[config.mk]
export PLATFORM = sky130hd
export DESIGN_NAME = fcs_top
export DESIGN_NICKNAME = d
export VERILOG_FILES = /design/src/rtl/fcs_pkg.sv /design/src/rtl/fcs_top.sv
export SDC_FILE = /design/constraint.sdc
export NUM_CORES = 1
export LEC_CHECK = 0
export ABC_AREA = 1
export ABC_CLOCK_PERIOD_IN_PS = 3080
export BUFFER_PORTS_ARGS = -buffer_cell sky130_fd_sc_hd__buf_2
export CORE_UTILIZATION = 60
export CTS_CLUSTER_DIAMETER = 30
export DETAILED_ROUTE_END_ITERATION = 8
export PLACE_DENSITY = 0.84
export SYNTH_ARGS = -nofsm -noshare
export SYNTH_HDL_FRONTEND = slang
export SYNTH_SLANG_ARGS = --single-unit
[constraint.sdc]
create_clock -name clk_i -period 3.08 [get_ports clk_i]
set_input_delay 0.308 -clock clk_i [delete_from_list [all_inputs] [get_ports clk_i]]
set_output_delay 0.308 -clock clk_i [all_outputs]
set_load 0.01 [all_outputs]
[src/rtl/fcs_pkg.sv]
package fcs_pkg;

  // Register map on the plain register port
  localparam logic [15:0] FCS_OFS_DIVIDER = 16'h1820;
  localparam logic [15:0] FCS_OFS_STATUS = 16'h1825;
  localparam logic [15:0] FCS_OFS_COMMAND = 16'h1826;
  localparam logic [15:0] FCS_ARRAY_BASE = 16'hE000;

  // Status field positions
  localparam int FCS_BIT_CBEF = 7;
  localparam int FCS_BIT_CCF = 6;
  localparam int FCS_BIT_PVIOL = 5;
  localparam int FCS_BIT_ACCERR = 4;
  localparam int FCS_BIT_BLANK = 2;

  // Reset values
  localparam logic [7:0] FCS_STATUS_RESET = 8'hC0;
  localparam logic [7:0] FCS_COMMAND_RESET = 8'h00;
  localparam logic [1:0] FCS_SEC_RESET = 2'h0;
  localparam logic [1:0] FCS_SEC_UNSECURED = 2'h2;

  // Page of 512 bytes: address bits from this index upward select the page
  localparam int FCS_PAGE_LSB = 9;

  typedef enum logic [7:0] {
    FCS_CMD_BLANK = 8'h05,
    FCS_CMD_BYTE = 8'h20,
    FCS_CMD_BURST = 8'h25,
    FCS_CMD_PAGE = 8'h40,
    FCS_CMD_MASS = 8'h41
  } fcs_cmd_type;

  typedef enum logic [2:0] {
    FCS_SEQ_IDLE = 3'b001,
    FCS_SEQ_DATA = 3'b010,
    FCS_SEQ_CMD = 3'b100
  } fcs_seq_type;

  // One command towards the array
  typedef struct packed {
    logic start;
    logic abort;
    fcs_cmd_type code;
    logic [15:0] addr;
    logic [7:0] data;
  } fcs_arr_req_type;

  // Register port request
  typedef struct packed {
    logic wr;
    logic rd;
    logic [15:0] addr;
    logic [7:0] wdata;
  } fcs_bus_req_type;

endpackage

[src/rtl/fcs_top.sv]
`timescale 1ns/1ps
// Overview of operation
// - Status bits 3, 1, 0 read zero, ignore writes; other bits always readable.
// - Buffer-empty flag clears on writing one (launch); sets again on hand-off to the array.
// - Only burst program commands are buffered; flag zero means buffer full.
// - Complete flag sets when buffer empty and idle; clears on launch; not writable.
// - Protection flag sets on launch hitting protected location; command discarded.
// - Protection flag clears only when software writes one to it.
// - Access error flag sets on any command sequence departure; command discarded.
// - Program or erase before divider written since reset gives access error.
// - Entering stop while a command is in progress gives access error.
// - Access error clears on writing one; writing zero leaves it.
// - Blank flag sets at blank check end only if whole array erased.
// - Blank flag clears on a new valid launch; direct writes ignored.
// - Command register recognises five codes; blank check 0x05, byte program 0x20.
// - Code 0x25 is burst byte program, the only bufferable command.
// - Code 0x40 erases the 512-byte page holding the address.
// - Code 0x41 erases the whole array.
// - Any other code is illegal and sets the access error flag.
// - Successful blank check sets the security code to unsecured 1:0.
// - Protected locations are never programmed or erased.
module fcs_top (
  input wire logic clk_i,
  input wire logic reset_n_i,
  input wire fcs_pkg::fcs_bus_req_type bus_i,
  output logic [7:0] rdata_o,
  input wire logic stop_req_i,
  input wire logic prot_disable_i,
  input wire logic [6:0] prot_select_i,
  input wire logic [1:0] nv_security_i,
  input wire logic arr_done_i,
  input wire logic arr_blank_i,
  output fcs_pkg::fcs_arr_req_type arr_req_o,
  output logic [1:0] security_state_code_o
);
  import fcs_pkg::*;

  typedef struct packed {
    fcs_seq_type seq;
    logic cbef;
    logic ccf;
    logic pviol;
    logic accerr;
    logic blank;
    logic busy;
    logic div_written;
    logic sec_loaded;
    logic [1:0] sec;
    fcs_cmd_type cur_code;
    fcs_cmd_type buf_code;
    logic [15:0] buf_addr;
    logic [7:0] buf_data;
    fcs_cmd_type cmd_code;
    logic [15:0] seq_addr;
    logic [7:0] seq_data;
    fcs_arr_req_type arr;
    logic [7:0] rdata;
  } fcs_state_type;

  fcs_state_type st_r;
  fcs_state_type st_nxt;

  logic wr_stat;
  logic wr_cmd;
  logic wr_div;
  logic wr_arr;
  logic legal_code;
  logic is_prog_erase;
  logic protected_hit;
  logic busy_allows;
  logic [7:0] status_view;

  assign wr_stat = bus_i.wr && (bus_i.addr == FCS_OFS_STATUS);
  assign wr_cmd = bus_i.wr && (bus_i.addr == FCS_OFS_COMMAND);
  assign wr_div = bus_i.wr && (bus_i.addr == FCS_OFS_DIVIDER);
  assign wr_arr = bus_i.wr && (bus_i.addr >= FCS_ARRAY_BASE);

  always_comb begin
    case (bus_i.wdata)
      FCS_CMD_BLANK, FCS_CMD_BYTE, FCS_CMD_BURST,
      FCS_CMD_PAGE, FCS_CMD_MASS: legal_code = 1'b1;
      default: legal_code = 1'b0;
    endcase
  end

  assign is_prog_erase = (st_r.cmd_code != FCS_CMD_BLANK);

  // Mass erase touches every page, so any protected block refuses it
  always_comb begin
    protected_hit = 1'b0;
    if (!prot_disable_i && is_prog_erase) begin
      if (st_r.cmd_code == FCS_CMD_MASS) begin
        protected_hit = 1'b1;
      end else if (st_r.seq_addr[15:FCS_PAGE_LSB] >= prot_select_i) begin
        protected_hit = 1'b1;
      end
    end
  end

  // A busy array accepts only a burst behind a burst
  assign busy_allows = !st_r.busy ||
    ((st_r.cur_code == FCS_CMD_BURST) && (st_r.cmd_code == FCS_CMD_BURST));

  always_comb begin
    status_view = 8'h00;
    status_view[FCS_BIT_CBEF] = st_r.cbef;
    status_view[FCS_BIT_CCF] = st_r.ccf;
    status_view[FCS_BIT_PVIOL] = st_r.pviol;
    status_view[FCS_BIT_ACCERR] = st_r.accerr;
    status_view[FCS_BIT_BLANK] = st_r.blank;
  end

  always_comb begin
    st_nxt = st_r;
    st_nxt.arr.start = 1'b0;
    st_nxt.arr.abort = 1'b0;
    st_nxt.rdata = 8'h00;

    // Security code is taken from nonvolatile options once after reset
    if (!st_r.sec_loaded) begin
      st_nxt.sec = nv_security_i;
      st_nxt.sec_loaded = 1'b1;
    end

    // Software clears go first so that a same-cycle hardware set wins
    if (wr_stat && bus_i.wdata[FCS_BIT_PVIOL]) begin
      st_nxt.pviol = 1'b0;
    end
    if (wr_stat && bus_i.wdata[FCS_BIT_ACCERR]) begin
      st_nxt.accerr = 1'b0;
    end

    if (st_r.busy && arr_done_i) begin
      st_nxt.busy = 1'b0;
      if ((st_r.cur_code == FCS_CMD_BLANK) && arr_blank_i) begin
        st_nxt.blank = 1'b1;
        st_nxt.sec = FCS_SEC_UNSECURED;
      end
    end

    // Buffered command goes to the array as soon as it is free
    if (!st_r.cbef && !st_nxt.busy) begin
      st_nxt.arr.start = 1'b1;
      st_nxt.arr.code = st_r.buf_code;
      st_nxt.arr.addr = st_r.buf_addr;
      st_nxt.arr.data = st_r.buf_data;
      st_nxt.cur_code = st_r.buf_code;
      st_nxt.busy = 1'b1;
      st_nxt.cbef = 1'b1;
    end

    if (wr_div) begin
      st_nxt.div_written = 1'b1;
    end

    if (wr_arr) begin
      if ((st_r.seq == FCS_SEQ_IDLE) && st_r.cbef) begin
        st_nxt.seq_addr = bus_i.addr;
        st_nxt.seq_data = bus_i.wdata;
        st_nxt.seq = FCS_SEQ_DATA;
      end else begin
        st_nxt.accerr = 1'b1;
        st_nxt.seq = FCS_SEQ_IDLE;
      end
    end

    if (wr_cmd) begin
      if ((st_r.seq == FCS_SEQ_DATA) && legal_code) begin
        st_nxt.cmd_code = fcs_cmd_type'(bus_i.wdata);
        st_nxt.seq = FCS_SEQ_CMD;
      end else begin
        st_nxt.accerr = 1'b1;
        st_nxt.seq = FCS_SEQ_IDLE;
      end
    end

    if (wr_stat && bus_i.wdata[FCS_BIT_CBEF]) begin
      st_nxt.seq = FCS_SEQ_IDLE;
      if ((st_r.seq != FCS_SEQ_CMD) || !st_r.cbef) begin
        st_nxt.accerr = 1'b1;
      end else if (is_prog_erase && !st_r.div_written) begin
        st_nxt.accerr = 1'b1;
      end else if (!busy_allows) begin
        st_nxt.accerr = 1'b1;
      end else if (protected_hit) begin
        st_nxt.pviol = 1'b1;
      end else begin
        st_nxt.buf_code = st_r.cmd_code;
        st_nxt.buf_addr = st_r.seq_addr;
        st_nxt.buf_data = st_r.seq_data;
        st_nxt.cbef = 1'b0;
        st_nxt.blank = 1'b0;
      end
    end

    // Stop kills the running and the buffered command alike
    if (stop_req_i && (st_r.busy || !st_r.cbef)) begin
      st_nxt.accerr = 1'b1;
      st_nxt.arr.abort = 1'b1;
      st_nxt.arr.start = 1'b0;
      st_nxt.busy = 1'b0;
      st_nxt.cbef = 1'b1;
    end

    st_nxt.ccf = st_nxt.cbef && !st_nxt.busy;

    if (bus_i.rd) begin
      if (bus_i.addr == FCS_OFS_STATUS) begin
        st_nxt.rdata = status_view;
      end else begin
        st_nxt.rdata = FCS_COMMAND_RESET;
      end
    end
  end

  always_ff @(posedge clk_i) begin
    if (!reset_n_i) begin
      st_r <= '0;
      st_r.seq <= FCS_SEQ_IDLE;
      st_r.cbef <= FCS_STATUS_RESET[FCS_BIT_CBEF];
      st_r.ccf <= FCS_STATUS_RESET[FCS_BIT_CCF];
      st_r.sec <= FCS_SEC_RESET;
      st_r.cur_code <= FCS_CMD_BLANK;
      st_r.buf_code <= FCS_CMD_BLANK;
      st_r.cmd_code <= FCS_CMD_BLANK;
      st_r.arr.code <= FCS_CMD_BLANK;
    end else begin
      st_r <= st_nxt;
    end
  end

  assign rdata_o = st_r.rdata;
  assign arr_req_o = st_r.arr;
  assign security_state_code_o = st_r.sec;

  property p_reserved_zero;
    @(posedge clk_i) disable iff (!reset_n_i)
    $past(bus_i.rd) && ($past(bus_i.addr) == FCS_OFS_STATUS) |->
      (rdata_o[3] == 1'b0) && (rdata_o[1:0] == 2'b00);
  endproperty
  a_reserved_zero: assert property (p_reserved_zero) else $error("reserved bit set");

  property p_cmd_reads_zero;
    @(posedge clk_i) disable iff (!reset_n_i)
    bus_i.rd && (bus_i.addr == FCS_OFS_COMMAND) |=> rdata_o == 8'h00;
  endproperty
  a_cmd_reads_zero: assert property (p_cmd_reads_zero) else $error("command read nonzero");

  property p_handoff;
    @(posedge clk_i) disable iff (!reset_n_i)
    arr_req_o.start |-> st_r.cbef && st_r.busy && !$past(st_r.cbef);
  endproperty
  a_handoff: assert property (p_handoff) else $error("hand-off left buffer full");

  property p_ccf_meaning;
    @(posedge clk_i) disable iff (!reset_n_i)
    st_r.ccf == (st_r.cbef && !st_r.busy);
  endproperty
  a_ccf_meaning: assert property (p_ccf_meaning) else $error("complete flag wrong");

  property p_pviol_sticky;
    @(posedge clk_i) disable iff (!reset_n_i)
    st_r.pviol && !(wr_stat && bus_i.wdata[FCS_BIT_PVIOL]) |=> st_r.pviol;
  endproperty
  a_pviol_sticky: assert property (p_pviol_sticky) else $error("pviol lost");

  property p_accerr_sticky;
    @(posedge clk_i) disable iff (!reset_n_i)
    st_r.accerr && !(wr_stat && bus_i.wdata[FCS_BIT_ACCERR]) |=> st_r.accerr;
  endproperty
  a_accerr_sticky: assert property (p_accerr_sticky) else $error("accerr lost");

  property p_illegal_code;
    @(posedge clk_i) disable iff (!reset_n_i)
    wr_cmd && !legal_code |=> st_r.accerr && (st_r.seq == FCS_SEQ_IDLE);
  endproperty
  a_illegal_code: assert property (p_illegal_code) else $error("illegal code accepted");

  property p_stop_error;
    @(posedge clk_i) disable iff (!reset_n_i)
    stop_req_i && st_r.busy |=> st_r.accerr && arr_req_o.abort && !st_r.busy;
  endproperty
  a_stop_error: assert property (p_stop_error) else $error("stop not flagged");

  property p_no_div;
    @(posedge clk_i) disable iff (!reset_n_i)
    !st_r.div_written && !wr_div |-> !(arr_req_o.start && arr_req_o.code != FCS_CMD_BLANK);
  endproperty
  a_no_div: assert property (p_no_div) else $error("array used before divider");

  property p_blank_unsec;
    @(posedge clk_i) disable iff (!reset_n_i)
    st_r.busy && arr_done_i && arr_blank_i && (st_r.cur_code == FCS_CMD_BLANK) |=>
      st_r.blank && (security_state_code_o == FCS_SEC_UNSECURED);
  endproperty
  a_blank_unsec: assert property (p_blank_unsec) else $error("blank result lost");

  property p_launch_clears_blank;
    @(posedge clk_i) disable iff (!reset_n_i)
    // A stop in the buffered cycle aborts instead of starting
    $fell(st_r.cbef) |-> !st_r.blank && !st_r.ccf ##1
      (arr_req_o.start || arr_req_o.abort || st_r.busy);
  endproperty
  a_launch_clears_blank: assert property (p_launch_clears_blank) else $error("launch");

  property p_reset_idle;
    @(posedge clk_i) !reset_n_i |=> st_r.cbef && st_r.ccf && !st_r.pviol && !st_r.accerr;
  endproperty
  a_reset_idle: assert property (p_reset_idle) else $error("reset state wrong");

  // A launch that passed the sequence checks; the later checks decide its fate
  logic launch_try;
  assign launch_try = wr_stat && bus_i.wdata[FCS_BIT_CBEF] && (st_r.seq == FCS_SEQ_CMD) &&
    st_r.cbef;

  property p_launch_clean;
    @(posedge clk_i) disable iff (!reset_n_i)
    launch_try && !st_r.busy && st_r.div_written && !protected_hit |=>
      !st_r.cbef && !st_r.blank && !st_r.ccf;
  endproperty
  a_launch_clean: assert property (p_launch_clean) else $error("launch refused");

  property p_seq_launch_error;
    @(posedge clk_i) disable iff (!reset_n_i)
    wr_stat && bus_i.wdata[FCS_BIT_CBEF] && (st_r.seq != FCS_SEQ_CMD) |=> st_r.accerr;
  endproperty
  a_seq_launch_error: assert property (p_seq_launch_error) else $error("bad launch");

  property p_pviol_discard;
    @(posedge clk_i) disable iff (!reset_n_i)
    launch_try && !st_r.busy && st_r.div_written && protected_hit |=>
      st_r.pviol && st_r.cbef ##1 !arr_req_o.start;
  endproperty
  a_pviol_discard: assert property (p_pviol_discard) else $error("protected run");

  property p_no_div_launch;
    @(posedge clk_i) disable iff (!reset_n_i)
    launch_try && !st_r.div_written && (st_r.cmd_code != FCS_CMD_BLANK) |=>
      st_r.accerr && st_r.cbef;
  endproperty
  a_no_div_launch: assert property (p_no_div_launch) else $error("no divider");

  property p_busy_refuse;
    @(posedge clk_i) disable iff (!reset_n_i)
    launch_try && st_r.busy &&
      ((st_r.cur_code != FCS_CMD_BURST) || (st_r.cmd_code != FCS_CMD_BURST)) |=>
      st_r.accerr;
  endproperty
  a_busy_refuse: assert property (p_busy_refuse) else $error("non-burst buffered");

  property p_burst_handoff;
    @(posedge clk_i) disable iff (!reset_n_i)
    !st_r.cbef && st_r.busy && arr_done_i && !stop_req_i |=>
      arr_req_o.start && (arr_req_o.code == FCS_CMD_BURST);
  endproperty
  a_burst_handoff: assert property (p_burst_handoff) else $error("burst lost");

  property p_blank_no_write;
    @(posedge clk_i) disable iff (!reset_n_i)
    !st_r.blank && !(st_r.busy && arr_done_i) |=> !st_r.blank;
  endproperty
  a_blank_no_write: assert property (p_blank_no_write) else $error("blank set");

  property p_sec_stable;
    @(posedge clk_i) disable iff (!reset_n_i)
    st_r.sec_loaded && !(st_r.busy && arr_done_i && arr_blank_i) |=>
      $stable(security_state_code_o);
  endproperty
  a_sec_stable: assert property (p_sec_stable) else $error("security code moved");

  property p_stop_buffered;
    @(posedge clk_i) disable iff (!reset_n_i)
    stop_req_i && !st_r.cbef |=> st_r.cbef && st_r.accerr && !arr_req_o.start;
  endproperty
  a_stop_buffered: assert property (p_stop_buffered) else $error("stop kept buffer");

  c_burst_buffered: cover property (@(posedge clk_i) disable iff (!reset_n_i)
    st_r.busy && !st_r.cbef && (st_r.buf_code == FCS_CMD_BURST));
  c_blank_pass: cover property (@(posedge clk_i) disable iff (!reset_n_i)
    $rose(st_r.blank));
  c_pviol: cover property (@(posedge clk_i) disable iff (!reset_n_i)
    $rose(st_r.pviol));
  c_stop_abort: cover property (@(posedge clk_i) disable iff (!reset_n_i)
    arr_req_o.abort);

endmodule

==> results of run 1 <==
[Yosys cell counts, drive strengths merged (2+ instances only)]
library cell  instances  area [um^2]
nor2                145          573
dfxtp               116         2320
nand2                75          287
a21oi                61          305
buf                  60          440
inv                  56          210
o21ai                54          270
nand3                36          185
nand3b               24          180
clkbuf               19         71.3
ha                    7         87.6
nand4                 7         58.8
o211ai                5         37.5
nor3                  3         15.0
a211oi                2         15.0
[flip-flops by register name, indices dropped and copies added (netlist names)]
signal,cells
st_r,75
rdata_o,5
security_state_code_o,2
arr_req_o,34
[routing by layer]
layer | GRT usage (%) | up-vias | part of all wire, %
li1 | - | 2228 | -
met1 | 32.4 | 2014 | 45
met3 | 7.97 | 25 | 6.4
met5 | 0 | - | 0
met4 | 11.0 | 0 | 2.3
met2 | 42.6 | 169 | 47
[path summary, 6_finish.rpt]
check / end / slack [ns] / cells past startpoint
max: st_r[87] / 0.85 / 10
min: st_r[60] / 0.02 / 3
max reg2reg: st_r[87] / 0.85 / 10
min reg2reg: rdata_o[6] / 0.42 / 2
[cell usage in the layout, fill, tap and decap left out, types with 2 or more instances in the layout]
cell type     n
a211oi_1      2
a21oi_1      61
buf_2        81
buf_4         8
bufinv_16     3
clkbuf_16    16
clkbuf_8      2
clkinv_2      2
clkinv_4      2
clkinvlp_4    3
conb_1        3
dfxtp_1     116
ha_1          7
inv_1        54
inv_2         2
inv_6         4
nand2_1      73
nand2_2       2
nand3_1      35
nand3b_1     24
nand4_1       6
nor2_1      141
nor2_2        2
nor3_1        3
o211ai_1      5
o21ai_0      54
[logic make-up (layout without fill, tap and decap cells)]
group	count (synthesis)	count (layout)	synth area share, %
AOI/OAI and AO/OA	125	125	12.7
DFF	116	116	45.3
adders and majority gates	7	7	1.71
and+or+nand+nor	294	294	25.8
other	1	3	0.0732
buffers and inverters	136	179	14.2
muxes	1	1	0.195
[power by group through the flow]
stage,sequential (mW),clock (mW),combinational [mW]
after floorplan,1.55,0,0.0902
after global placement,1.56,0,0.132
after detailed placement,1.56,0,0.137
after CTS,1.52,1.99,0.140
after global routing,1.53,2.08,0.157
final,1.52,1.98,0.143
[critical path, delay by kind of cell (launching register included)]
kind	cells	cell delay [ns]
DFF	1	0.38
buffers and inverters	1	0.33
adders and majority gates	1	0.28
and+or+nand+nor	7	0.99
AOI/OAI and AO/OA	1	0.14
[layout make-up]
class	instances	area [um^2]
timing repair buffer	90	475
fill	651	2430
clock inverter	14	175
sequential	116	2320
inverter	57	214
tap	105	131
multi-input combinational	430	2090
clock buffer	18	428
[repair_timing]
| item | in CTS | in global routing |
|---|---|---|
| gates resized for setup | 0 | 0 |
| hold buffers | 1 | 0 |
| endpoints found under the hold margin | 1 | 0 |
| buffers inserted | 0 | 0 |
[per-stage QoR]
stage	total power, mW	utilization, %	cells	hold slack, ns
after floorplan	1.64	-	682	0.336
after global placement	1.69	63.2	797	0.408
after detailed placement	1.69	63.2	797	0.406
after CTS	3.66	70.6	830	0.0181
after global routing	3.76	70.6	830	0.0240
final	3.65	70.6	830	0.0226
==> impl_metrics.env, run 1 <==
export IMPL_status="complete, no violations"
export IMPL_dp_final_hpwl_um=7420
export IMPL_synth_cell_area_mm2=0.00513
export IMPL_area_growth_syn_to_layout_pct=13.8
export IMPL_reg2reg_from="st_r[61]"
export IMPL_htreeDepth=4
export IMPL_drv_max_cap_violation_count=0
export IMPL_maximum_number_of_pins_on_one_net_before_global_route_repair=38
export IMPL_fp_row_count=33
export IMPL_ioPinCount=85
export IMPL_tightestPinTransition_ns=0.911
export IMPL_numCtsBuffers=17
export IMPL_setup_ws_ns=0.846
export IMPL_grt_first_pass_wirelength_um=18300
export IMPL_synth_lib_cells_used_distinct=35
export IMPL_antenna_left=0
export IMPL_critical_path_class="reg -> reg"
export IMPL_slew_viol_final=0
export IMPL_critPathRequiredTime_ns=3.49
export IMPL_worstSetupStartpointType="register"
export IMPL_post_route_skew_ns=0.00772
export IMPL_grt_use_total_pct=26.3
export IMPL_critPathSlowestCell="nand2_2"
export IMPL_drc=0
export IMPL_primary_ff_master_synth="dfxtp_1"
export IMPL_tritoncts="built"
export IMPL_timing_hold_violations_final=0
export IMPL_highest_cell_delay_on_the_worst_timing_path_ns=0.46
export IMPL_setup_worst_path_start="st_r[61]"
export IMPL_port_buffers=81
export IMPL_path_max_fanout=32
export IMPL_number_of_drc_markers_after_the_initial_detailed_route_iteration=294
export IMPL_route_vias_total=4436
export IMPL_power_leakage_nw=2.74
export IMPL_postSynthAreaPerCell_um2=7.54
export IMPL_clock_power_share_pct=54.3
export IMPL_share_of_the_yosys_chip_area_belonging_to_registers_pct=45.3
export IMPL_cts_reportedPaths_clkPinSlew_ns=0.06
export IMPL_synthesis_instances=680
export IMPL_detailed_place_area_mm2=0.00522
export IMPL_preCtsSetupSlack_ns=0.816
export IMPL_grt_overflow_total=0
export IMPL_final_setup_tns_ns=0
export IMPL_share_seq_of_total_power_pct=41.8
export IMPL_setup_viol_count_final=0
export IMPL_worstSkewPairLatency_ns=0.52
export IMPL_cts_path_max_buffers=2
export IMPL_final_weighted_congestion_of_routability_driven_global_placement=0.942
export IMPL_min_path_type="in -> reg"
export IMPL_effective_utilization_at_floorplan_pct=62.1
export IMPL_ys_warn_count=0
export IMPL_area_of_all_placed_cells_without_fillers_mm2=0.00583
export IMPL_timing_critical_path_cells="ha_1 -> a21oi_1 -> nand2_1 -> nand3b_1 -> nand3_1 -> nand2_2 -> buf_4 -> nand3b_1 -> nand2_1 -> nor2_1"
export IMPL_fp_dieW_um=94.4
export IMPL_cp_data_arrival_time_ns=2.65
export IMPL_grt_antenna_before_repair=0
export IMPL_pwr_share_comb_pct=3.9
export IMPL_hp_start="bus_i[18]"
export IMPL_synth_async_sr_flop_share_pct=0
export IMPL_drt_wirelength_per_cell_um=13.6
export IMPL_clk_root_buffer_cell="clkbuf_8"
export IMPL_die_height_um=94.4
export IMPL_p_sw_uw=816
export IMPL_final_layout_size_suffix_gt1_share_pct=18.1
export IMPL_max_clock_freq_mhz=448
export IMPL_synth_seq_cells=116
export IMPL_finalCritPeriodShare_pct=72.5
export IMPL_clock_sinks=116
export IMPL_grt_pass1_vias=4061
export IMPL_finalWorstPathRequiredPeriod_ns=2.23
export IMPL_vdd_drop_max_mv=0.422
export IMPL_design_core_area_mm2=0.00826
export IMPL_pwr_density_cell_mw_per_mm2=625
export IMPL_power_report_internal_total_mw=2.83
export IMPL_n_antenna_cell=0
export IMPL_rsz0062_at_grt="false"
export IMPL_synth_enable_flop_cells=0
export IMPL_switching_share_pct=22.4
export IMPL_design_die_area_mm2=0.00892
export IMPL_end_kind="register"
export IMPL_drt_vias_per_instance=5.34
export IMPL_design_final_nets=760
export IMPL_max_slew_margin_pct=39.2
export IMPL_wl_um=11300
export IMPL_drt_pass1_iterations=6
No activity file was read; power rests on OpenSTA's default activity.
==> run 2, diff against run 1 <==
- ABC_AREA: 1 -> 0
- ABC_CLOCK_PERIOD_IN_PS: 3080 -> 2200
- CORE_UTILIZATION: 60 -> 56
- PLACE_DENSITY: 0.84 -> 0.8
- clock period: 3.08 -> 2.2 ns (I/O delays scaled with it)
==> run 2 against run 1 <==
  * The run now ends with setup timing left
  * Largest cell class unchanged
  * Global-route usage rose by 2.8 points
  * Wire length rose by 36%
  * Via count rose by 9.2%
  * Sequential cell count did not move
  * First-iteration DRC count rose by 77%
  * Maximum frequency fell by 4.0%
  * Critical path type unchanged
  * Final area rose by 11%
  * Clock skew fell by 0.0011 ns
==> impl_metrics.env, run 2 <==
export IMPL_status="finished with violations"
export IMPL_violated_checks="setup timing"
export IMPL_ys_warn_count=0
export IMPL_critical_path_class="reg -> reg"
export IMPL_tritoncts="built"
export IMPL_drt_pass1_iterations=5
export IMPL_cts_reportedPaths_clkPinSlew_ns=0.06
export IMPL_final_weighted_congestion_of_routability_driven_global_placement=0.895
export IMPL_drt_wirelength_per_cell_um=19.3
export IMPL_final_common_cell="nand2_1"
export IMPL_post_synth_top_area_fraction_pct=47.1
export IMPL_design_core_area_mm2=0.00838
export IMPL_synth_cell_area_mm2=0.00493
export IMPL_synth_seq_cells=116
export IMPL_grt_first_pass_wirelength_um=20000
export IMPL_finalWorstPathRequiredPeriod_ns=2.33
export IMPL_grt_overflow_total=0
export IMPL_synth_top_cell_by_area="dfxtp_1"
export IMPL_finalCritPeriodShare_pct=106
export IMPL_layout_cells_non_filler=795
export IMPL_synth_common_cells="nand2_1 (121), dfxtp_1 (116), a21oi_1 (94)"
export IMPL_critPathRequiredTime_ns=2.59
export IMPL_final_worst_hold_slack_ns=0.00178
export IMPL_synth_enable_flop_cells=0
export IMPL_drc=0
export IMPL_dp_final_hpwl_um=7970
export IMPL_grt_antenna_before_repair=0
export IMPL_fp_row_count=33
export IMPL_numCtsBuffers=17
export IMPL_die_height_um=95.9
export IMPL_number_of_drc_markers_after_the_initial_detailed_route_iteration=520
export IMPL_end_kind="register"
export IMPL_setup_ws_ns=-0.128
export IMPL_dp_cells=739
export IMPL_fin_util_pct=77.1
export IMPL_fp_dieW_um=95.9
export IMPL_synth_async_sr_flop_share_pct=0
export IMPL_layout_cells_most_common_list="nand2_1 (121), dfxtp_1 (113), buf_2 (81)"
export IMPL_port_buffers=81
export IMPL_cp_data_arrival_time_ns=2.72
export IMPL_grt_pass1_vias=4196
export IMPL_slew_viol_final=0
export IMPL_timing_hold_violations_final=0
export IMPL_netlist_top_cells_area="dfxtp_1 (47%), a21oi_1 (9.5%), nand2_1 (9.2%)"
export IMPL_max_clock_freq_mhz=430
export IMPL_max_ffs_per_register=75
export IMPL_route_vias_total=4842
export IMPL_synth_most_common_cell="nand2_1"
export IMPL_area_growth_syn_to_layout_pct=31.0
export IMPL_synthesis_instances=603
export IMPL_maximum_number_of_pins_on_one_net_before_global_route_repair=52
export IMPL_path_max_fanout=12
export IMPL_power_leakage_nw=2.60
export IMPL_final_layout_size_suffix_gt1_share_pct=30.9
export IMPL_clk_root_buffer_cell="clkbuf_8"
export IMPL_design_final_nets=725
export IMPL_share_of_the_yosys_chip_area_belonging_to_registers_pct=47.1
export IMPL_min_path_type="in -> reg"
export IMPL_design_die_area_mm2=0.00919
export IMPL_setup_viol_count_final=33
export IMPL_post_route_skew_ns=0.00658
export IMPL_cts_path_max_buffers=2
export IMPL_drv_max_cap_violation_count=0
export IMPL_final_setup_tns_ns=-1.81
export IMPL_wl_um=15300
export IMPL_registers_top_by_ff_count="st_r"
export IMPL_pwr_density_cell_mw_per_mm2=848
export IMPL_vdd_drop_max_mv=0.601
export IMPL_tightestPinTransition_ns=1.26
export IMPL_worstSkewPairLatency_ns=0.51
export IMPL_synth_lib_cells_used_distinct=46
export IMPL_max_slew_margin_pct=16.3
export IMPL_rsz0062_at_grt="true"
export IMPL_ioPinCount=85
export IMPL_effective_utilization_at_floorplan_pct=58.8
export IMPL_grt_use_total_pct=29.2
export IMPL_clock_sinks=116
export IMPL_antenna_left=0
export IMPL_primary_ff_master_synth="dfxtp_1"
export IMPL_n_antenna_cell=0
export IMPL_drt_vias_per_instance=6.09
export IMPL_postSynthAreaPerCell_um2=8.18
export IMPL_htreeDepth=4
export IMPL_worstSetupStartpointType="register"
-- run 2: power breakdown --
group / switching (mW) / internal [mW] / leakage (nW)
registers: 0.0122 / 2.12 / 0.937
logic: 0.124 / 0.0821 / 1.34
clock network: 0.953 / 2.19 / 0.329
-- run 2: path summary, 6_finish.rpt --
kind                    start                       end  slack (ns)  depth (start not counted)
min reg2reg         st_r[122]                rdata_o[6]        0.44                          1
min          nv_security_i[0]  security_state_code_o[0]       0.002                          3
max reg2reg          st_r[60]                  st_r[80]       -0.13                          8
max                  st_r[60]                  st_r[80]       -0.13                          8
-- run 2: cell families (layout without fill, tap and decap cells) --
kind of cell | Yosys count | in the layout | share of synthesized area, %
AND/OR/NAND/NOR | 239 | 239 | 23.6
AO/OA/AOI/OAI | 142 | 142 | 15.7
flip-flops | 116 | 116 | 47.1
buffers and inverters | 96 | 181 | 11.4
adder cells (fa/ha/maj) | 7 | 7 | 1.78
multiplexers | 2 | 2 | 0.406
other | 1 | 3 | 0.0760
-- run 2: layout make-up --
class	instances	area (um^2)
inverters	14	52.6
fillers	537	1920
flip-flops and latches	116	2330
well taps	105	131
clock inverters	8	194
multi-input cells	393	2300
clock buffers	24	480
repair buffers	135	975
-- run 2: critical path, cell delays in order (launching register included) --
cell and delay, ns:
dfxtp_2 0.34, ha_1 0.30, nor2b_1 0.16, o21ai_2 0.23, a21oi_2 0.14, o41a_4 0.49, buf_4 0.21, o21ai_0 0.22
a21oi_1 0.11
-- run 2: per-stage QoR --
step | instance area [um^2] | setup slack (ns) | power (mW)
3_3_place_gp | 5280 | 0.00731 | 2.33
5_1_grt | 6460 | -0.137 | 5.59
6_report | 6460 | -0.128 | 5.48
3_5_place_dp | 5280 | -0.00949 | 2.34
4_1_cts | 6140 | 0.00114 | 5.43
2_1_floorplan | 4940 | 0.163 | 2.26
-- run 2: repair_timing --
action / 4_1_cts / 5_1_grt
gates cloned: 0 / 4
pin swaps: 3 / 32
resized for setup: 12 / 65
hold buffers: 13 / 0
buffers inserted: 2 / 5
endpoints found under the setup margin: 35 / 40
endpoints found under the hold margin: 13 / 0
-- run 2: per-layer routing --
metal / up-vias / global-route usage [%] / share of wire, %
met4: 0 / 16.3 / 5.1
met2: 357 / 47.1 / 48
met5: - / 0 / 0
met1: 2231 / 35.6 / 38
met3: 86 / 7.03 / 9.6
li1: 2168 / - / -
